==> config.mk <==
export PLATFORM = sky130hd
export DESIGN_NAME = mcu_main
export DESIGN_NICKNAME = d
export VERILOG_FILES = /design/src/mcu_pkg.sv /design/src/mcu_decode.sv /design/src/mcu_main.sv /design/src/mcu_timer.sv
export SDC_FILE = /design/constraint.sdc
export NUM_CORES = 1
export LEC_CHECK = 0
export ABC_AREA = 1
export BUFFER_PORTS_ARGS = -buffer_cell sky130_fd_sc_hd__buf_2
export CAP_MARGIN = 5
export CORE_MARGIN = 3
export CORE_UTILIZATION = 45
export CTS_BUF_LIST = sky130_fd_sc_hd__clkbuf_16
export DETAILED_ROUTE_END_ITERATION = 10
export HOLD_SLACK_MARGIN = 0.08
export SYNTH_ARGS = -nofsm -noshare
export SYNTH_HDL_FRONTEND = slang
export SYNTH_SLANG_ARGS = --single-unit
==> constraint.sdc <==
create_clock -name clk -period 18.6 [get_ports clk]
set_clock_uncertainty 0.05 [all_clocks]
set_input_delay 3.72 -clock clk [delete_from_list [all_inputs] [get_ports clk]]
set_output_delay 3.72 -clock clk [all_outputs]
set_load 0.01 [all_outputs]
==> src/mcu_pkg.sv <==
package mcu_pkg;
    // ----------------------------------------
    // register map and field widths
    // ----------------------------------------
    localparam int ADDR_W = 8;
    localparam int DATA_W = 16;
    localparam logic [7:0] IDX_CMD = 8'h00;
    localparam logic [7:0] IDX_THR = 8'h01;
    localparam logic [15:0] CMD_RESET_VAL = 16'h0000;
    localparam logic [15:0] THR_RESET_VAL = 16'h0000;

    // ----------------------------------------
    // maintenance command codes
    // ----------------------------------------
    localparam logic [15:0] CODE_STORAGE = 16'h0618;
    localparam logic [15:0] CODE_LOCK = 16'h062b;
    localparam logic [15:0] CODE_SYNC = 16'h064d;
    localparam logic [15:0] CODE_CAL = 16'h0653;
    localparam logic [15:0] CODE_CAL_ALT = 16'h067e;
    localparam logic [15:0] CODE_STOP = 16'h0660;
    localparam logic [15:0] CODE_PROG = 16'h0606;

    // host bus battery address, upper seven bits compared
    localparam logic [7:0] BATT_ADDR = 8'h16;
    localparam logic [23:0] PCT_FULL = 24'h000064;
    localparam logic [15:0] THR_OFF = 16'h0000;

    // ----------------------------------------
    // timing
    // ----------------------------------------
    localparam longint CLK_HZ = 100_000_000;
    localparam longint MS_PER_S = 1000;
    localparam longint S_PER_MIN = 60;
    localparam longint IGNORE_MS = 1000;
    localparam longint STORE_DLY_MS = 5000;
    localparam longint CLEAR_MAX_MS = 900;
    localparam longint CAL_START_MAX_MS = 3200;
    localparam longint STOP_MAX_MS = 20;
    localparam longint CAL_MAX_MIN = 60;
    localparam longint POST_CAL_S = 20;
    localparam longint BRIDGE_GAP_MS = 10;

    localparam longint IGNORE_CYC = IGNORE_MS * CLK_HZ / MS_PER_S;
    localparam longint STORE_DLY_CYC = (STORE_DLY_MS * CLK_HZ + MS_PER_S - 1) / MS_PER_S;
    localparam longint CAL_MAX_CYC = CAL_MAX_MIN * S_PER_MIN * CLK_HZ;
    localparam longint POST_CAL_CYC = POST_CAL_S * CLK_HZ;

    localparam int TMR_W = 42;

    // ----------------------------------------
    // state types
    // ----------------------------------------
    typedef enum logic [1:0] {CAL_IDLE, CAL_RUN, CAL_SAVE} mcu_cal_t;
    typedef enum logic [2:0] {ST_IDLE, ST_WAIT, ST_HOLD, ST_POST, ST_SLEEP} mcu_store_t;
endpackage

==> src/mcu_decode.sv <==
`timescale 1ns/1ps
module mcu_decode (
    // command word
    input wire logic [15:0] code,
    // one-hot matches
    output logic is_storage,
    output logic is_lock,
    output logic is_sync,
    output logic is_cal,
    output logic is_cal_alt,
    output logic is_stop,
    output logic is_prog
);
    assign is_storage = (code == mcu_pkg::CODE_STORAGE);
    assign is_lock = (code == mcu_pkg::CODE_LOCK);
    assign is_sync = (code == mcu_pkg::CODE_SYNC);
    assign is_cal = (code == mcu_pkg::CODE_CAL);
    assign is_cal_alt = (code == mcu_pkg::CODE_CAL_ALT);
    assign is_stop = (code == mcu_pkg::CODE_STOP);
    assign is_prog = (code == mcu_pkg::CODE_PROG);
endmodule // mcu_decode

==> src/mcu_main.sv <==
`timescale 1ns/1ps
// Behaviour
// (RQ1) ignore commands first second after reset
// (RQ2) storage command enters storage after delay
// (RQ3) host turns display off before storage
// (RQ4) storage command cleared within 900ms
// (RQ5) calibration during storage delay postpones storage
// (RQ6) lock command locks, clears register
// (RQ7) sync sets remaining charge from capacity
// (RQ8) calibration with sense inputs disconnected
// (RQ9) alternate calibration keeps sense inputs connected
// (RQ10) calibrating: blank display, only stop/lock
// (RQ11) calibration command cleared, started promptly
// (RQ12) calibration ends itself, saves offsets
// (RQ13) calibration capped at one hour
// (RQ14) stop aborts calibration, correction stays off
// (RQ15) correction enable cleared on start, set on success
// (RQ16) storage about 20s after calibration
// (RQ17) host locks before calibration completes
// (RQ18) program command bridges bus to eeprom
// (RQ19) battery address on bus ends bridge
// (RQ20) host waits 10ms before ending bridge
// (RQ21) alarm when charge below nonzero threshold
// (RQ22) threshold loaded from eeprom until written
// (RQ23) threshold unsigned 16 bit, unit selectable
// (RQ24) unit select picks 10mWh or mAh
// (RQ25) unknown command code has no effect
module mcu_main #(
    parameter longint IGNORE_CYC = mcu_pkg::IGNORE_CYC,
    parameter longint STORE_DLY_CYC = mcu_pkg::STORE_DLY_CYC,
    parameter longint CAL_MAX_CYC = mcu_pkg::CAL_MAX_CYC,
    parameter longint POST_CAL_CYC = mcu_pkg::POST_CAL_CYC
) (
    // clock and reset
    input wire logic clk,
    input wire logic sys_rst,
    // register port from link layer
    input wire logic reg_wr,
    input wire logic reg_rd,
    input wire logic [7:0] reg_addr,
    input wire logic [15:0] reg_wdata,
    output logic [15:0] reg_rdata,
    output logic reg_ack,
    // host bus address monitor
    input wire logic host_addr_valid,
    input wire logic [7:0] host_addr_byte,
    // eeprom side
    input wire logic ee_init_valid,
    input wire logic [7:0] ee_thr_lo,
    input wire logic [7:0] ee_thr_hi,
    output logic ee_cal_wr_req,
    input wire logic ee_cal_wr_done,
    output logic eeprom_bridge,
    output logic eeprom_power,
    // measurement side
    input wire logic cal_converged,
    input wire logic [15:0] full_charge_capacity,
    input wire logic [7:0] charge_end_percent,
    input wire logic [15:0] charge_left,
    input wire logic capacity_unit_select,
    output logic [15:0] remaining_charge,
    output logic remaining_charge_load,
    output logic cal_active,
    output logic sense_disconnect,
    output logic offset_correction_enable,
    output logic led_blank,
    output logic monitor_suspend,
    // status
    output logic sealed,
    output logic storage_enter,
    output logic low_capacity_flag,
    output logic report_unit_mwh
);
    // ----------------------------------------
    // register port
    // ----------------------------------------
    logic [15:0] cmd_r;
    logic pend_r;
    logic [15:0] thr_r;
    logic host_thr_r;
    logic [15:0] rdata_r;
    logic ack_r;
    logic wr_cmd;
    logic wr_thr;
    logic [15:0] rd_mux;

    assign wr_cmd = reg_wr && (reg_addr == mcu_pkg::IDX_CMD);
    assign wr_thr = reg_wr && (reg_addr == mcu_pkg::IDX_THR);
    assign rd_mux = (reg_addr == mcu_pkg::IDX_CMD) ? cmd_r :
                    (reg_addr == mcu_pkg::IDX_THR) ? thr_r : '0;
    assign reg_rdata = rdata_r;
    assign reg_ack = ack_r;

    // (RQ4) command register cleared after decode
    always_ff @(posedge clk)
    begin
        if (sys_rst)
        begin
            cmd_r <= mcu_pkg::CMD_RESET_VAL;
            pend_r <= 1'b0;
            rdata_r <= '0;
            ack_r <= 1'b0;
        end
        else
        begin
            cmd_r <= wr_cmd ? reg_wdata : mcu_pkg::CMD_RESET_VAL;
            pend_r <= wr_cmd;
            rdata_r <= reg_rd ? rd_mux : rdata_r;
            ack_r <= reg_wr || reg_rd;
        end
    end

    // (RQ22) eeprom load until host writes
    always_ff @(posedge clk)
    begin
        if (sys_rst)
        begin
            thr_r <= mcu_pkg::THR_RESET_VAL;
            host_thr_r <= 1'b0;
        end
        else if (wr_thr)
        begin
            thr_r <= reg_wdata;
            host_thr_r <= 1'b1;
        end
        else if (ee_init_valid && !host_thr_r)
            thr_r <= {ee_thr_hi, ee_thr_lo};
    end

    // ----------------------------------------
    // decode and acceptance
    // ----------------------------------------
    logic dec_storage, dec_lock, dec_sync, dec_cal, dec_cal_alt, dec_stop, dec_prog;
    logic ign_done_r;
    logic ign_done_p;
    logic ign_start_r;
    logic sealed_r;
    logic bridge_r;
    mcu_pkg::mcu_cal_t cal_st;
    mcu_pkg::mcu_store_t stor_st;
    logic calibrating;
    logic accept;
    logic go_storage, go_lock, go_sync, go_cal, go_stop, go_prog;
    logic end_hit;

    mcu_decode u_dec (
        .code(cmd_r),
        .is_storage(dec_storage),
        .is_lock(dec_lock),
        .is_sync(dec_sync),
        .is_cal(dec_cal),
        .is_cal_alt(dec_cal_alt),
        .is_stop(dec_stop),
        .is_prog(dec_prog)
    );

    // (RQ1) one-second ignore window
    mcu_timer #(.W(mcu_pkg::TMR_W)) u_ign (
        .clk(clk),
        .sys_rst(sys_rst),
        .load(ign_start_r),
        .load_val(mcu_pkg::TMR_W'(IGNORE_CYC)),
        .clear(1'b0),
        .busy(),
        .done(ign_done_p)
    );

    always_ff @(posedge clk)
    begin
        if (sys_rst)
        begin
            ign_start_r <= 1'b1;
            ign_done_r <= 1'b0;
        end
        else
        begin
            ign_start_r <= 1'b0;
            ign_done_r <= ign_done_r || ign_done_p;
        end
    end

    assign calibrating = (cal_st != mcu_pkg::CAL_IDLE);
    // (RQ10) only stop and lock while calibrating
    assign accept = pend_r && ign_done_r && (!calibrating || dec_stop || dec_lock);
    // (RQ25) unmatched codes select nothing
    assign go_storage = accept && dec_storage && (stor_st == mcu_pkg::ST_IDLE);
    assign go_lock = accept && dec_lock;
    assign go_sync = accept && dec_sync;
    // (RQ8) (RQ9) calibration needs unlocked device
    assign go_cal = accept && (dec_cal || dec_cal_alt) && !sealed_r && !calibrating;
    assign go_stop = accept && dec_stop && (cal_st == mcu_pkg::CAL_RUN);
    // (RQ18) bridge only when unlocked
    assign go_prog = accept && dec_prog && !sealed_r && !bridge_r;
    // (RQ19) battery address, either direction bit
    assign end_hit = host_addr_valid && (host_addr_byte[7:1] == mcu_pkg::BATT_ADDR[7:1]);

    // ----------------------------------------
    // lock, bridge, sync, alarm
    // ----------------------------------------
    logic [23:0] sync_prod;
    logic [15:0] sync_val;
    logic [15:0] rc_r;
    logic rc_load_r;
    logic alarm_cond;
    logic low_cap_r;
    logic unit_r;

    // (RQ7) fraction of full capacity
    assign sync_prod = full_charge_capacity * charge_end_percent;
    assign sync_val = 16'(sync_prod / mcu_pkg::PCT_FULL);
    // (RQ21) (RQ23) unsigned compare, zero disables
    assign alarm_cond = (thr_r != mcu_pkg::THR_OFF) && (charge_left < thr_r);

    always_ff @(posedge clk)
    begin
        if (sys_rst)
        begin
            sealed_r <= 1'b0;
            bridge_r <= 1'b0;
            rc_r <= '0;
            rc_load_r <= 1'b0;
            low_cap_r <= 1'b0;
            unit_r <= 1'b0;
        end
        else
        begin
            // (RQ6) lock is sticky
            sealed_r <= sealed_r || go_lock;
            bridge_r <= go_prog || (bridge_r && !end_hit);
            rc_r <= go_sync ? sync_val : rc_r;
            rc_load_r <= go_sync;
            low_cap_r <= alarm_cond;
            // (RQ24) capacity unit follows select
            unit_r <= capacity_unit_select;
        end
    end

    assign sealed = sealed_r;
    assign eeprom_bridge = bridge_r;
    assign eeprom_power = bridge_r;
    assign monitor_suspend = bridge_r;
    assign remaining_charge = rc_r;
    assign remaining_charge_load = rc_load_r;
    assign low_capacity_flag = low_cap_r;
    assign report_unit_mwh = unit_r;

    // ----------------------------------------
    // calibration
    // ----------------------------------------
    logic cal_tmr_done;
    logic oce_r;
    logic sense_r;
    logic cal_end;
    logic cal_ok;

    // (RQ13) one-hour cap
    mcu_timer #(.W(mcu_pkg::TMR_W)) u_cal (
        .clk(clk),
        .sys_rst(sys_rst),
        .load(go_cal),
        .load_val(mcu_pkg::TMR_W'(CAL_MAX_CYC)),
        .clear(go_stop),
        .busy(),
        .done(cal_tmr_done)
    );

    // (RQ12) ends on convergence or cap
    assign cal_end = (cal_st == mcu_pkg::CAL_RUN) && !go_stop && (cal_converged || cal_tmr_done);
    assign cal_ok = (cal_st == mcu_pkg::CAL_SAVE) && ee_cal_wr_done;

    // (RQ11) (RQ14) (RQ15) start, abort, completion
    always_ff @(posedge clk)
    begin
        if (sys_rst)
        begin
            cal_st <= mcu_pkg::CAL_IDLE;
            oce_r <= 1'b0;
            sense_r <= 1'b0;
        end
        else
        begin
            unique case (cal_st)
                mcu_pkg::CAL_IDLE:
                begin
                    if (go_cal)
                    begin
                        cal_st <= mcu_pkg::CAL_RUN;
                        oce_r <= 1'b0;
                        sense_r <= dec_cal;
                    end
                end
                mcu_pkg::CAL_RUN:
                begin
                    if (go_stop)
                        cal_st <= mcu_pkg::CAL_IDLE;
                    else if (cal_end)
                        cal_st <= mcu_pkg::CAL_SAVE;
                end
                mcu_pkg::CAL_SAVE:
                begin
                    if (ee_cal_wr_done)
                    begin
                        cal_st <= mcu_pkg::CAL_IDLE;
                        oce_r <= 1'b1;
                    end
                end
            endcase
            if (go_stop || cal_ok)
                sense_r <= 1'b0;
        end
    end

    assign cal_active = calibrating;
    assign led_blank = calibrating;
    assign sense_disconnect = sense_r;
    assign offset_correction_enable = oce_r;
    assign ee_cal_wr_req = (cal_st == mcu_pkg::CAL_SAVE);

    // ----------------------------------------
    // low-power storage
    // ----------------------------------------
    logic st_load;
    logic [mcu_pkg::TMR_W-1:0] st_val;
    logic st_clear;
    logic st_done;

    // (RQ2) (RQ5) (RQ16) delay, hold, post-calibration delay
    assign st_clear = (stor_st == mcu_pkg::ST_WAIT) && calibrating;
    assign st_load = go_storage ||
                     ((stor_st == mcu_pkg::ST_HOLD) && !calibrating);
    assign st_val = ((stor_st == mcu_pkg::ST_HOLD) && !calibrating && oce_r) ?
                    mcu_pkg::TMR_W'(POST_CAL_CYC) : mcu_pkg::TMR_W'(STORE_DLY_CYC);

    mcu_timer #(.W(mcu_pkg::TMR_W)) u_store (
        .clk(clk),
        .sys_rst(sys_rst),
        .load(st_load),
        .load_val(st_val),
        .clear(st_clear),
        .busy(),
        .done(st_done)
    );

    always_ff @(posedge clk)
    begin
        if (sys_rst)
            stor_st <= mcu_pkg::ST_IDLE;
        else
        begin
            unique case (stor_st)
                mcu_pkg::ST_IDLE:
                    if (go_storage)
                        stor_st <= mcu_pkg::ST_WAIT;
                mcu_pkg::ST_WAIT:
                    if (calibrating)
                        stor_st <= mcu_pkg::ST_HOLD;
                    else if (st_done)
                        stor_st <= mcu_pkg::ST_SLEEP;
                mcu_pkg::ST_HOLD:
                    if (!calibrating)
                        stor_st <= oce_r ? mcu_pkg::ST_POST : mcu_pkg::ST_WAIT;
                mcu_pkg::ST_POST:
                    if (st_done)
                        stor_st <= mcu_pkg::ST_SLEEP;
                mcu_pkg::ST_SLEEP:
                    stor_st <= mcu_pkg::ST_SLEEP;
                default:
                    stor_st <= mcu_pkg::ST_IDLE;
            endcase
        end
    end

    assign storage_enter = (stor_st == mcu_pkg::ST_SLEEP);
endmodule // mcu_main

==> src/mcu_timer.sv <==
`timescale 1ns/1ps
module mcu_timer #(
    parameter int W = 42
) (
    // clock and reset
    input wire logic clk,
    input wire logic sys_rst,
    // control
    input wire logic load,
    input wire logic [W-1:0] load_val,
    input wire logic clear,
    // status
    output logic busy,
    output logic done
);
    logic [W-1:0] cnt_r;
    logic busy_r;
    logic expire;

    assign expire = busy_r && (cnt_r <= W'(1));
    assign busy = busy_r;
    assign done = expire && !load && !clear;

    always_ff @(posedge clk)
    begin
        if (sys_rst || clear)
        begin
            cnt_r <= '0;
            busy_r <= 1'b0;
        end
        else if (load)
        begin
            cnt_r <= load_val;
            busy_r <= 1'b1;
        end
        else if (busy_r)
        begin
            cnt_r <= cnt_r - W'(1);
            busy_r <= !expire;
        end
    end
endmodule // mcu_timer

-- Yosys cells after proc, flatten, opt, wreduce, memory -nomap -nowiden
Cells that the tools add are included.
- word-level logic and storage cells: 165
- register bits: 210
- output and inout bits: 46
- input bits: 97
- reductions and logical operators: 77
- mux-type cells: 32
- add/sub/neg operators: 3
- multipliers: 1
- bitwise logic cells: 1
- magnitude comparators: 4
- div/mod/pow operators: 1
- equal/unequal tests: 20
- operators by type and width (cell ; count):
    $le A42 B1 Y1 const B ; 3
    $sub A42 B1 Y42 const B ; 3
    $eq A16 B11 Y1 const B ; 7
    $mux W42 ; 2
    $mux W39 ; 2
    $mux W16 ; 4
    $mux W27 ; 2
    $logic_and A1 B1 Y1 ; 34
    $mux W31 ; 1
    $div A24 B7 Y24 const B ; 1
    $mul A16 B8 Y24 ; 1
    $lt A16 B16 Y1 ; 1
    $reduce_bool A16 Y1 ; 1
    $pmux W3 S5 ; 1
    $logic_not A1 Y1 ; 13
    $logic_or A1 B1 Y1 ; 12
    $mux W3 ; 4
    $reduce_bool A2 Y1 ; 6
    $mux W2 ; 5
    $mux W1 ; 9
    $eq A8 B1 Y1 const B ; 1
    $logic_not A8 Y1 ; 1
    $reduce_or A2 Y1 ; 4
    $eq A7 B4 Y1 const B ; 1
    15 further kinds ; 20

-- Logic depth before layout (Yosys ltp)
- depth after elaboration: 16
- gate-level depth with buffers: 111
- depth with buffers taken out: 109

-- Cells and area by module
From an unflattened synthesis, not the netlist that was laid out.
- cells, all modules: 3164
- area, all modules: 20363.3 um2
- by module, submodules not included (module ; cells each ; area each (um2) ; times used ; sequential area each (um2)):
    mcu_main ; 1670 ; 11020.6 ; 1 ; 1621.6
    mcu_timer ; 478 ; 3034.2 ; 3 ; 860.8
    mcu_decode ; 60 ; 240.2 ; 1 ; 0.0

-- Worst setup path after synthesis
OpenSTA, ideal clock, no wires.
- path kind: input-to-reg
- start point: input charge_end_percent[4]
- end point: register rc_r[0] (netlist: remaining_charge[0])
- data arrival time: 14.203 ns
- path slack: 4.227 ns
- library setup time: 0.119 ns
- stages on the path: 96
- path through: clkbuf_1 > clkbuf_1 > nand2_1 > fa_1 > inv_1 > fa_1 > fa_1 > inv_1 > fa_1 > inv_1 > ha_1 > nand2_1 > inv_1 > nand2_1 > and2_4 > nor2_1 > nor2_1 > nand3b_1 > [... 60 more ...] > nand2_1 > nand2_1 > nand2_1 > nand2_2 > nor2_2 > inv_1 > nand3_1 > nand4_4 > nand2_4 > nand2_4 > nand2_1 > nand2_2 > nor2_1 > nand2_1 > nand2_1 > nand3_1 > nand2_1 > a21oi_1
- cells in the longest elaborated chain, start to end: 2
- ends and longest elaborated chain (element ; RTL line ; source):
    start, declared ; mcu_main.sv:58 ; input wire logic [7:0] charge_end_percent,
    $mul A16 B8 Y24 ; mcu_main.sv:209 ; assign sync_prod = full_charge_capacity * charge_end_percent;
    $div A24 B7 Y24 ; mcu_main.sv:210 ; assign sync_val = 16'(sync_prod / mcu_pkg::PCT_FULL);
    end signal, assigned ; mcu_main.sv:230 ; rc_r <= go_sync ? sync_val : rc_r;
    end, declared ; mcu_main.sv:202 ; logic [15:0] rc_r;
Every way passes these cells.
A chain may end at the register's enable or synchronous reset.

-- Worst setup path in the final report
- start point: input charge_end_percent[7]
- end point: register rc_r[0] (netlist: remaining_charge[0])
The elaborated chain is that of the path after synthesis.

==> results.tsv <==
metric	value	unit
Critical Path AT	15.51	ns
Pre-antenna DRT Iters	5	
die height	207	um
vias in the first global route	16800	
CP most frequent cell	nand2_2	
final setup vio count	0	
fin. max-slew vios	0	
fin crit period	15.15	ns
Reg2Reg Setup Slack	14.85	ns
Vias	17100	
WL final	45900	um
slew margin rel.	47.7	%
GRT Total Usage	21.2	%
# resized after CTS	0	
critical path class	in -> reg	
clk_lat worst skew	0.55	ns
clk buf depth	3	
1st-iter DRT viols	924	
GRT Residual Overflow	0	
Worst-path clk slew	0.06	ns
Vias per Instance	5.03	
worst hold path type	reg -> reg	
MaxCap Viol Count	0	
TritonCTS clock tree	done	
Worst Path Buf+Inv	9	
Max Freq	0.0660	GHz
Net Count, Synth	3003	
DIE AREA	42900	um2
RR Startpoint	cmd_r[13]	
CP required	18.96	ns
# port buffers	141	
initial antenna violation count	0	
CTS H-tree depth	1	
syn avg cell area	6.61	um2
worst-path maximum fanout	16	
Starting Density	45.7	%
pin count of the biggest net entering global routing	62	
Synth Warn #	0	
Ant. Diodes	0	
Cell Area, Synth	18200	um2
crit-path max cell delay	0.55	ns
Final nets	3105	
status	finished, final reports clean	
Layout area overhead	10.4	%
Hold Crit Start	u_ign.cnt_r[41]	
startpoint types	input port	
# DRC	0	
CP max stage cell	fa_1	
share of layout cells above drive strength 1	12.6	%
Synth cell types	62	
Main synth FF type	dfxtp_1	
Period Utilization, post-route	81.5	%
Hold Slack	0.405	ns
asr flop ratio synth	0	%
drt wl/cell	13.5	um
Fin Setup TNS	0	ns
postcts setup bufs	0	
sequential area share after synthesis	23.1	%
Crit. Startpoint	charge_end_percent[7]	
Root Buffer	clkbuf_16	
fin util	50.4	%
worst slew pin tran	0.778	ns
RSZ-0062 raised after global routing	no	
commonest non-fill, non-tap cell in the layout	inv_1	
EDFF count, synth	0	
FF+latch count, synth	210	
commonest non-fill, non-tap cells in the layout	inv_1, nand2_1, nor2_1	
Mapped Cells	2754	
first-pass GRT wire length	79100	um
CP endpoint	remaining_charge[0]	
crit end category	flop	
DPL Wire Length	36400	um
die width	207	um
area of the core	39800	um2
Placer Congestion	0.902	
CTS Hold Bufs	0	
clock sink count	210	
delay-heaviest family, CP	simple AND/OR/NAND/NOR gates	
RR Endpoint	u_store.cnt_r[11]	
Worst path depth	92	
FP Rows	73	
R2R depth	12	
# IOs	143	
Final Hold Viols	0	
post-route antenna net violation count	0	
Num CTS Buffers	25	
## cell usage after synthesis (3+ instances only)
library cell,count,area (um2)
nor2_2,6,37.5
nand3b_1,8,60.1
nor2_4,10,113
xor2_1,58,508
inv_1,555,2080
nor3_1,54,270
nand3_1,134,671
nor4_1,23,144
a211oi_1,3,22.5
dfxtp_1,210,4200
o211ai_1,22,165
buf_4,3,22.5
nand4_1,65,407
nor3b_1,3,22.5
nand2_1,513,1930
ha_1,68,851
a31oi_1,19,119
fa_1,84,1680
a2111oi_0,3,26.3
o21ai_1,10,50.1
nand2_4,35,394
or2_2,9,56.3
a21oi_1,107,536
o221ai_1,16,140
clkinv_1,4,15.0
buf_1,3,11.3
inv_2,16,60.1
nand2_2,64,400
nand4_2,10,125
nand3_2,15,150
or4_1,3,22.5
clkbuf_1,62,233
nor2_1,355,1330
xnor2_1,34,298
o21a_1,7,52.6
o21ai_0,109,546
o21bai_1,20,150
## worst min-delay path by stage
stage	end	slack [ns]	depth (start not counted)
after detailed placement	u_ign.cnt_r[41]	0.39	1
after global placement	u_ign.cnt_r[41]	0.39	1
after CTS	u_ign.cnt_r[41]	0.41	1
final	u_ign.cnt_r[41]	0.41	1
after global routing	u_ign.cnt_r[41]	0.43	1
after floorplan	u_ign.cnt_r[41]	0.37	1
## flip-flops by register name, indices dropped and copies added, names as in the netlist, 2 cells and up
name	count
cal_st	2
cmd_r	16
stor_st	3
remaining_charge	16
u_store.cnt_r	42
reg_rdata	16
thr_r	16
u_cal.cnt_r	42
u_ign.cnt_r	42
## metrics by stage
| step | std cells | setup slack, ns | area, um2 |
|---|---|---|---|
| 2_1_floorplan | 2754 | 4.23 | 18200 |
| 3_3_place_gp | 3354 | 3.20 | 19300 |
| 3_5_place_dp | 3354 | 2.92 | 19300 |
| 4_1_cts | 3400 | 3.47 | 20100 |
| 5_1_grt | 3400 | 2.15 | 20100 |
| 6_report | 3400 | 3.45 | 20100 |
## per-layer routing
| metal | routed length [um] | up-vias | GRT usage, % |
|---|---|---|---|
| met2 | 23100 | 226 | 39.4 |
| met1 | 20600 | 7989 | 26.8 |
| met5 | 0 | - | 0 |
| met4 | 799 | 0 | 4.10 |
| met3 | 1400 | 54 | 2.23 |
| li1 | - | 8829 | - |
## kinds of logic (layout without fill, tap and decap cells)
| logic type | Yosys count | after routing | share of synthesized area, % |
|---|---|---|---|
| AND/OR/NAND/NOR | 1316 | 1316 | 34.1 |
| buffers and inverters | 647 | 768 | 13.5 |
| AO/OA/AOI/OAI | 336 | 336 | 10.9 |
| XOR/XNOR | 93 | 93 | 4.52 |
| adder cells (fa/ha/maj) | 152 | 152 | 13.9 |
| flip-flops | 210 | 210 | 23.1 |
## area by class of cell
cell class,instances,area (um2)
Multi-Input combinational cell,1897,11500
Clock buffer,25,626
Inverter,576,2160
Clock inverter,21,146
Timing Repair Buffer,146,743
Sequential cell,210,4200
Fill cell,4088,19700
Tap cell,525,657
## worst register-to-register path: cells and delay by family (launching register included)
family	cells	cell delay [ns]
buffers and inverters	3	0.98
AND/OR/NAND/NOR	9	2.28
flip-flops	1	0.31
Power is not shown: default switching activity piles up to over one toggle a cycle in this logic, so the estimate is an artifact.
